## config.mk

```make
export PLATFORM = sky130hd
export DESIGN_NAME = rma_core
export DESIGN_NICKNAME = d
export VERILOG_FILES = /design/src/rma_pkg.sv /design/src/rma_core.sv /design/src/rma_regfile.sv
export SDC_FILE = /design/constraint.sdc
export NUM_CORES = 1
export LEC_CHECK = 0
export ABC_CLOCK_PERIOD_IN_PS = 9300
export BUFFER_PORTS_ARGS = -buffer_cell sky130_fd_sc_hd__buf_2
export CAP_MARGIN = 20
export CORE_MARGIN = 4
export CORE_UTILIZATION = 63
export CTS_CLUSTER_DIAMETER = 50
export CTS_CLUSTER_SIZE = 30
export DETAILED_ROUTE_END_ITERATION = 6
export PLACE_DENSITY = 0.8
export REMOVE_ABC_BUFFERS = 1
export SLEW_MARGIN = 20
export SYNTH_ARGS = -nofsm -noshare
export SYNTH_HDL_FRONTEND = slang
export SYNTH_SLANG_ARGS = --single-unit
```

## constraint.sdc

```tcl
create_clock -name clk -period 9.3 [get_ports clk]
set_input_delay 1.86 -clock clk [delete_from_list [all_inputs] [get_ports clk]]
set_output_delay 1.86 -clock clk [all_outputs]
set_load 0.01 [all_outputs]
```

## src/rma_pkg.sv

```systemverilog
// shared constants and types for the register move alu
package rma_pkg;

    localparam int          REG_INDEX_W     = 7;
    localparam int          DATA_W          = 8;
    localparam logic [6:0]  REG_INDEX_MAX   = 7'h5f;
    localparam logic [6:0]  REG_COUNT       = 7'h60;
    localparam logic [6:0]  FBR_INDEX       = 7'h08;
    localparam logic [7:0]  BYTE_RESET      = 8'h00;
    localparam logic        CARRY_RESET     = 1'b0;
    localparam int          SG_STEP         = 8;
    localparam int          SG_MAX_ENTRIES  = 8192;

    typedef enum logic [2:0] {
        RMA_OP_MOVE,
        RMA_OP_LOAD,
        RMA_OP_OR,
        RMA_OP_AND,
        RMA_OP_ADD,
        RMA_OP_SUB
    } rma_op_t;

    typedef enum logic [1:0] {
        RMA_MODE_RMW,
        RMA_MODE_TO_FBR,
        RMA_MODE_FROM_FBR
    } rma_mode_t;

    typedef enum logic [1:0] {
        RMA_CY_NONE,
        RMA_CY_SET,
        RMA_CY_CLEAR
    } rma_cy_t;

    typedef struct packed {
        rma_mode_t          mode;
        rma_op_t            op;
        logic               with_carry;
        logic [6:0]         reg_index;
        logic [7:0]         byte_immediate;
    } rma_cmd_t;

    typedef struct packed {
        logic               use_carry;
        logic               want_true;
        logic [7:0]         compare_data;
        logic [7:0]         compare_mask;
    } rma_test_t;

endpackage : rma_pkg

```

## src/rma_core.sv

```systemverilog
// register move alu: read-modify-write datapath, carry and branch test
module rma_core #(
    parameter int REG_COUNT = 96
) (
    input  wire logic               clk,
    input  wire logic               sys_rst,
    input  wire logic               cmd_valid,
    input  wire rma_pkg::rma_cmd_t  cmd,
    input  wire logic               test_valid,
    input  wire rma_pkg::rma_test_t test,
    input  wire rma_pkg::rma_cy_t   carry_cmd,
    output logic                    busy,
    output logic                    done,
    output logic                    bad_index,
    output logic                    carry_flag,
    output logic                    test_done,
    output logic                    test_taken,
    output logic [7:0]              first_byte_received_reg
);

    initial begin
        if (REG_COUNT != int'(rma_pkg::REG_COUNT)) begin
            $error("rma_core: register count must match the index range");
        end
    end

    ////////////////////////////////////////////////////////////////////////
    typedef enum logic [1:0] {
        RMA_ST_IDLE,
        RMA_ST_READ,
        RMA_ST_WRITE
    } rma_state_t;

    rma_state_t        state_reg, state_next;
    rma_pkg::rma_cmd_t cmd_reg, cmd_next;
    logic              carry_reg, carry_next;
    logic [7:0]        fbr_reg, fbr_next;
    logic              done_reg, done_next;
    logic              bad_reg, bad_next;
    logic              tdone_reg, tdone_next;
    logic              taken_reg, taken_next;
    logic              busy_reg, busy_next;

    logic [6:0]        src_index;
    logic [6:0]        dst_index;
    logic [7:0]        rd_data;
    logic [7:0]        src_byte;
    logic [8:0]        alu_wide;
    logic [7:0]        result;
    logic              alu_carry;
    logic              alu_sets_carry;
    logic              wr_en;
    logic              match;

    ////////////////////////////////////////////////////////////////////////
    // source and destination from the mode
    always_comb begin
        src_index = cmd_reg.reg_index;
        dst_index = cmd_reg.reg_index;
        case (cmd_reg.mode)
            rma_pkg::RMA_MODE_TO_FBR:   dst_index = rma_pkg::FBR_INDEX;
            rma_pkg::RMA_MODE_FROM_FBR: src_index = rma_pkg::FBR_INDEX;
            default:                    dst_index = cmd_reg.reg_index;
        endcase
    end

    rma_regfile #(
        .DEPTH (REG_COUNT),
        .AW    (rma_pkg::REG_INDEX_W)
    ) u_regfile (
        .clk     (clk),
        .rd_addr (src_index),
        .rd_data (rd_data),
        .wr_en   (wr_en),
        .wr_addr (dst_index),
        .wr_data (result)
    );

    // the fbr copy is authoritative; the memory slot is kept only as backing
    assign src_byte = (src_index == rma_pkg::FBR_INDEX) ? fbr_reg : rd_data;

    ////////////////////////////////////////////////////////////////////////
    // alu
    always_comb begin
        alu_wide       = {1'b0, src_byte};
        alu_sets_carry = 1'b0;
        case (cmd_reg.op)
            rma_pkg::RMA_OP_LOAD:
                alu_wide = {1'b0, cmd_reg.byte_immediate};
            rma_pkg::RMA_OP_OR:
                alu_wide = {1'b0, src_byte | cmd_reg.byte_immediate};
            rma_pkg::RMA_OP_AND:
                alu_wide = {1'b0, src_byte & cmd_reg.byte_immediate};
            rma_pkg::RMA_OP_ADD: begin
                alu_wide = {1'b0, src_byte} + {1'b0, cmd_reg.byte_immediate}
                         + {8'h00, cmd_reg.with_carry & carry_reg};
                alu_sets_carry = 1'b1;
            end
            rma_pkg::RMA_OP_SUB: begin
                alu_wide = {1'b0, src_byte} - {1'b0, cmd_reg.byte_immediate};
                alu_sets_carry = 1'b1;
            end
            default:
                alu_wide = {1'b0, src_byte};
        endcase
    end

    assign result    = alu_wide[7:0];
    assign alu_carry = alu_wide[8];
    assign wr_en     = (state_reg == RMA_ST_WRITE);
    assign match     = ((fbr_reg ^ test.compare_data) & ~test.compare_mask)
                       == 8'h00;

    ////////////////////////////////////////////////////////////////////////
    // sequencer and carry
    always_comb begin
        state_next = state_reg;
        cmd_next   = cmd_reg;
        carry_next = carry_reg;
        fbr_next   = fbr_reg;
        done_next  = 1'b0;
        bad_next   = 1'b0;
        tdone_next = 1'b0;
        taken_next = taken_reg;
        case (state_reg)
            RMA_ST_IDLE: begin
                if (cmd_valid) begin
                    if (cmd.reg_index <= rma_pkg::REG_INDEX_MAX) begin
                        cmd_next   = cmd;
                        state_next = RMA_ST_READ;
                    end else begin
                        bad_next  = 1'b1;
                        done_next = 1'b1;
                    end
                end
            end
            RMA_ST_READ: begin
                state_next = RMA_ST_WRITE;
            end
            RMA_ST_WRITE: begin
                if (dst_index == rma_pkg::FBR_INDEX) begin
                    fbr_next = result;
                end
                if (alu_sets_carry) begin
                    carry_next = alu_carry;
                end
                done_next  = 1'b1;
                state_next = RMA_ST_IDLE;
            end
            default: state_next = RMA_ST_IDLE;
        endcase
        // carry commands override only when no alu write lands this cycle
        if (carry_cmd == rma_pkg::RMA_CY_SET && !wr_en) begin
            carry_next = 1'b1;
        end else if (carry_cmd == rma_pkg::RMA_CY_CLEAR && !wr_en) begin
            carry_next = 1'b0;
        end
        if (test_valid) begin
            tdone_next = 1'b1;
            if (test.use_carry) begin
                taken_next = (carry_reg == test.want_true);
            end else begin
                taken_next = (match == test.want_true);
            end
        end
        busy_next = (state_next != RMA_ST_IDLE);
    end

    always_ff @(posedge clk) begin
        if (sys_rst) begin
            state_reg <= RMA_ST_IDLE;
            cmd_reg   <= '0;
            carry_reg <= rma_pkg::CARRY_RESET;
            fbr_reg   <= rma_pkg::BYTE_RESET;
            done_reg  <= 1'b0;
            bad_reg   <= 1'b0;
            tdone_reg <= 1'b0;
            taken_reg <= 1'b0;
            busy_reg  <= 1'b0;
        end else begin
            state_reg <= state_next;
            cmd_reg   <= cmd_next;
            carry_reg <= carry_next;
            fbr_reg   <= fbr_next;
            done_reg  <= done_next;
            bad_reg   <= bad_next;
            tdone_reg <= tdone_next;
            taken_reg <= taken_next;
            busy_reg  <= busy_next;
        end
    end

    assign busy                    = busy_reg;
    assign done                    = done_reg;
    assign bad_index               = bad_reg;
    assign carry_flag              = carry_reg;
    assign test_done               = tdone_reg;
    assign test_taken              = taken_reg;
    assign first_byte_received_reg = fbr_reg;

    ////////////////////////////////////////////////////////////////////////
    chk_add_carry_out: assert property (
        @(posedge clk) disable iff (sys_rst)
        (state_reg == RMA_ST_WRITE && cmd_reg.op == rma_pkg::RMA_OP_ADD)
        |=> carry_flag == (({1'b0, $past(src_byte)}
                            + {1'b0, $past(cmd_reg.byte_immediate)}
                            + {8'h00, $past(cmd_reg.with_carry && carry_flag)})
                           > 9'h0ff))
        else $error("add carry not recorded");

    chk_sub_borrow: assert property (
        @(posedge clk) disable iff (sys_rst)
        (state_reg == RMA_ST_WRITE && cmd_reg.op == rma_pkg::RMA_OP_SUB)
        |=> carry_flag == ($past(src_byte) < $past(cmd_reg.byte_immediate)))
        else $error("subtract borrow wrong");

    chk_fbr_load: assert property (
        @(posedge clk) disable iff (sys_rst)
        (state_reg == RMA_ST_WRITE && cmd_reg.mode == rma_pkg::RMA_MODE_TO_FBR
         && cmd_reg.op == rma_pkg::RMA_OP_LOAD)
        |=> first_byte_received_reg == $past(cmd_reg.byte_immediate))
        else $error("immediate load into fbr wrong");

    chk_index_range: assert property (
        @(posedge clk) disable iff (sys_rst)
        (state_reg == RMA_ST_IDLE && cmd_valid
         && cmd.reg_index > rma_pkg::REG_INDEX_MAX)
        |=> bad_index && done && state_reg == RMA_ST_IDLE)
        else $error("out of range index accepted");

    chk_cmd_latency: assert property (
        @(posedge clk) disable iff (sys_rst)
        (state_reg == RMA_ST_IDLE && cmd_valid
         && cmd.reg_index <= rma_pkg::REG_INDEX_MAX)
        |=> busy ##1 busy ##1 (done && !busy))
        else $error("instruction did not finish in three cycles");

    chk_carry_set: assert property (
        @(posedge clk) disable iff (sys_rst)
        (carry_cmd == rma_pkg::RMA_CY_SET && !wr_en) |=> carry_flag)
        else $error("set carry ignored");

    chk_carry_clear: assert property (
        @(posedge clk) disable iff (sys_rst)
        (carry_cmd == rma_pkg::RMA_CY_CLEAR && !wr_en) |=> !carry_flag)
        else $error("clear carry ignored");

    chk_carry_test: assert property (
        @(posedge clk) disable iff (sys_rst)
        (test_valid && test.use_carry)
        |=> test_done && test_taken == ($past(carry_flag)
                                        == $past(test.want_true)))
        else $error("carry test wrong");

    chk_data_test: assert property (
        @(posedge clk) disable iff (sys_rst)
        (test_valid && !test.use_carry)
        |=> test_taken == (((($past(first_byte_received_reg)
            ^ $past(test.compare_data)) & ~$past(test.compare_mask)) == 8'h00)
            == $past(test.want_true)))
        else $error("data compare wrong");

    chk_or_result: assert property (
        @(posedge clk) disable iff (sys_rst)
        (wr_en && cmd_reg.op == rma_pkg::RMA_OP_OR
         && dst_index == rma_pkg::FBR_INDEX)
        |=> first_byte_received_reg
            == ($past(src_byte) | $past(cmd_reg.byte_immediate)))
        else $error("or result wrong");

endmodule : rma_core

```

## src/rma_regfile.sv

```systemverilog
// byte register file with registered read data
module rma_regfile #(
    parameter int DEPTH = 96,
    parameter int AW    = 7
) (
    input  wire logic          clk,
    input  wire logic [AW-1:0] rd_addr,
    output logic [7:0]         rd_data,
    input  wire logic          wr_en,
    input  wire logic [AW-1:0] wr_addr,
    input  wire logic [7:0]    wr_data
);

    logic [7:0] mem [DEPTH];

    initial begin
        if (DEPTH > (1 << AW)) begin
            $error("rma_regfile: depth too large for address");
        end
    end

    always_ff @(posedge clk) begin
        if (wr_en) begin
            mem[wr_addr] <= wr_data;
        end
        rd_data <= mem[rd_addr];
    end

endmodule : rma_regfile

```

==> results.txt <==
DP HPWL: 51400 um
Hold Buf Count CTS: 0
Clock sinks: 813
RSZ-0062 raised after global routing: false
Clock Latency Late Sink: 0.66 ns
Endpoint class of the critical path: register
GRT Overall Usage: 28.8%
Max-Cap Viols: 0
Worst Path Class, Setup: reg2reg
TritonCTS clock tree: built
Library cells used by synthesis: 73
Final WL: 83900 um
Syn_area_per_cell: 13.7 um^2
Fin nets: 2535
Largest area contributor in the netlist: edfxtp_1
Worst r2r path cells: 13
Post-synth EDFFs: 768
Root Buffer: clkbuf_16
Die Y: 240 um
Largest cells by area after synthesis: edfxtp_1, nand2_1, dfxtp_1, nor2_1, mux2i_1
Power per standard cell area: 217 mW/mm^2
Port bufs: 58
Total grt overflow: 0
Drt first pass iters: 6
CTS Buf Count: 58
Maximum fanout along the worst path: 50
Chip Width: 240 um
Total number of H-tree levels: 2
Static Leakage: 0.0121 uW
Final min period: 5.80 ns
Status: completed
Post-synth top cells: edfxtp_1, nand2_1, nor2_1
Initial antenna violation count: 5
Vias per cell: 6.73
Yosys warns: 0
# diodes: 0
Hold path depth: 2
Least-Margin Pin Slew: 1.11 ns
Vias: 21500
#FFs+latches synth: 813
Die area: 0.0576 mm^2
VDD IR max: 0.183 mV
Share of cells above drive strength 1: 11.6%
Area Growth Syn to Fin: 8.52%
Largest register FFs: 768
Starting density of the core: 64.0%
Worst Hold Class: reg2reg
Most used flip-flop cell after synthesis: edfxtp_1
Worst Path Arrival: 6.17 ns
First-pass GRT wire length: 126000 um
Final Cycle Share: 62.4%
Vias in the first global route: 20600
Final setup fails: 0
Dominant cell by count in the synthesized netlist: edfxtp_1
Max clock buf depth: 3
Clock slew at reported path FFs: 0.08 ns
Num rows: 84
Drt drc: 0
Post-Syn Area: 0.0339 mm^2
Core area: 0.0530 mm^2
Hold Vio Cnt, Final: 0
CP startpoint kind: register
Async set-reset flop share out of synthesis: 0%
Cells after Synth: 2467
Placer Congestion: 0.930
Peak Freq: 172 MHz
Number of I/O pins: 59
Tot Pwr: 7970 uW
Sequential cell area fraction in the yosys report: 70.7%
Worst slew margin: 24.1%
Post-CTS setup buffer count: 0
Detailed Route Iter0 Violations: 2956
Routed WL per cell: 26.2 um
DRT antenna net count: 0
Slew Limit Fails: 0
Setup ws final: 3.50 ns
Required time of the critical path: 9.67 ns
Skew final: 0.0208 ns
Pre-CTS WS: 3.62 ns
Post-CTS sizing: 0
Largest net degree at the start of global routing: 98
Yosys top cell area share: 68.0%
-- cells by family (layout without fill, tap and decap cells) --
family	Yosys count	count (layout)	synth area share (%)
muxes	125	125	4.41
buffers and inverters	211	254	2.77
AOI/OAI and AO/OA	579	579	11.7
and+or+nand+nor	697	697	9.01
DFF	813	813	70.7
xor gates and xnor gates	12	12	0.310
adders and majority gates	30	30	1.17
-- power breakdown --
group / internal [uW] / switching, uW / total (uW) / leakage, uW
registers: 4320 / 36.2 / 4360 / 0.00731
clock network: 1300 / 1370 / 2670 / 0.000966
logic: 212 / 731 / 943 / 0.00379
total: 5840 / 2130 / 7970 / 0.0121
-- stage by stage --
stage          setup TNS, ns  cell area [um^2]  util, %  hold WS, ns  std cells
2_1_floorplan       -1435.13             33100        -        0.430       2302
3_3_place_gp               0             34800     65.6        0.449       3089
3_5_place_dp               0             34800     65.6        0.461       3089
4_1_cts                    0             36800     69.5        0.472       3198
5_1_grt                    0             36800     69.5        0.495       3198
6_report                   0             36800     69.5        0.471       3198
-- area by class of cell --
| class | count | area [um^2] |
|---|---|---|
| sequential | 813 | 24000 |
| fill | 3463 | 16200 |
| multi-input combinational | 1443 | 9160 |
| clock buffer | 62 | 1470 |
| tap | 688 | 861 |
| timing repair buffer | 99 | 602 |
| clock inverter | 47 | 563 |
| inverter | 46 | 173 |
-- placed cells by master, fill, tap and decap left out, types with 54 or more instances in the layout --
cell         n
edfxtp_1   768
buf_2       58
o221ai_1    57
mux2i_1     82
clkbuf_16   58
nand2_1    286
a211oi_1    54
a21oi_1    149
nor2_1     226
o21ai_0     81
-- metal layers --
layer / global-route usage, % / up-vias / routed length, um
met2: 45.9 / 1248 / 39700
met4: 11.6 / 10 / 3740
li1: - / 9459 / -
met3: 5.69 / 233 / 8450
met1: 39.9 / 10600 / 32000
met5: 0 / - / 65
-- worst max-delay path, stage by stage (launching register included) --
cell and delay [ns]:
dfxtp_1 0.87, nor3_1 0.24, a41oi_4 0.57, mux2i_1 0.54
inv_1 0.20, ha_1 0.34, or2_2 0.28, a221oi_1 0.37
o21bai_1 0.10, a22oi_1 0.18, xnor2_1 0.14, a21boi_0 0.17
nor2_4 0.82, buf_4 0.62
-- path summary, 6_finish.rpt --
path	startpoint	endpoint	slack (ns)
max	cmd_reg[9]	u_regfile.mem[89][5]	3.50
min	cmd_reg[15]	cmd_reg[15]	0.47
max reg2reg	cmd_reg[9]	u_regfile.mem[89][5]	3.50
min reg2reg	cmd_reg[15]	cmd_reg[15]	0.47
No activity file was read; power rests on OpenSTA's default activity.
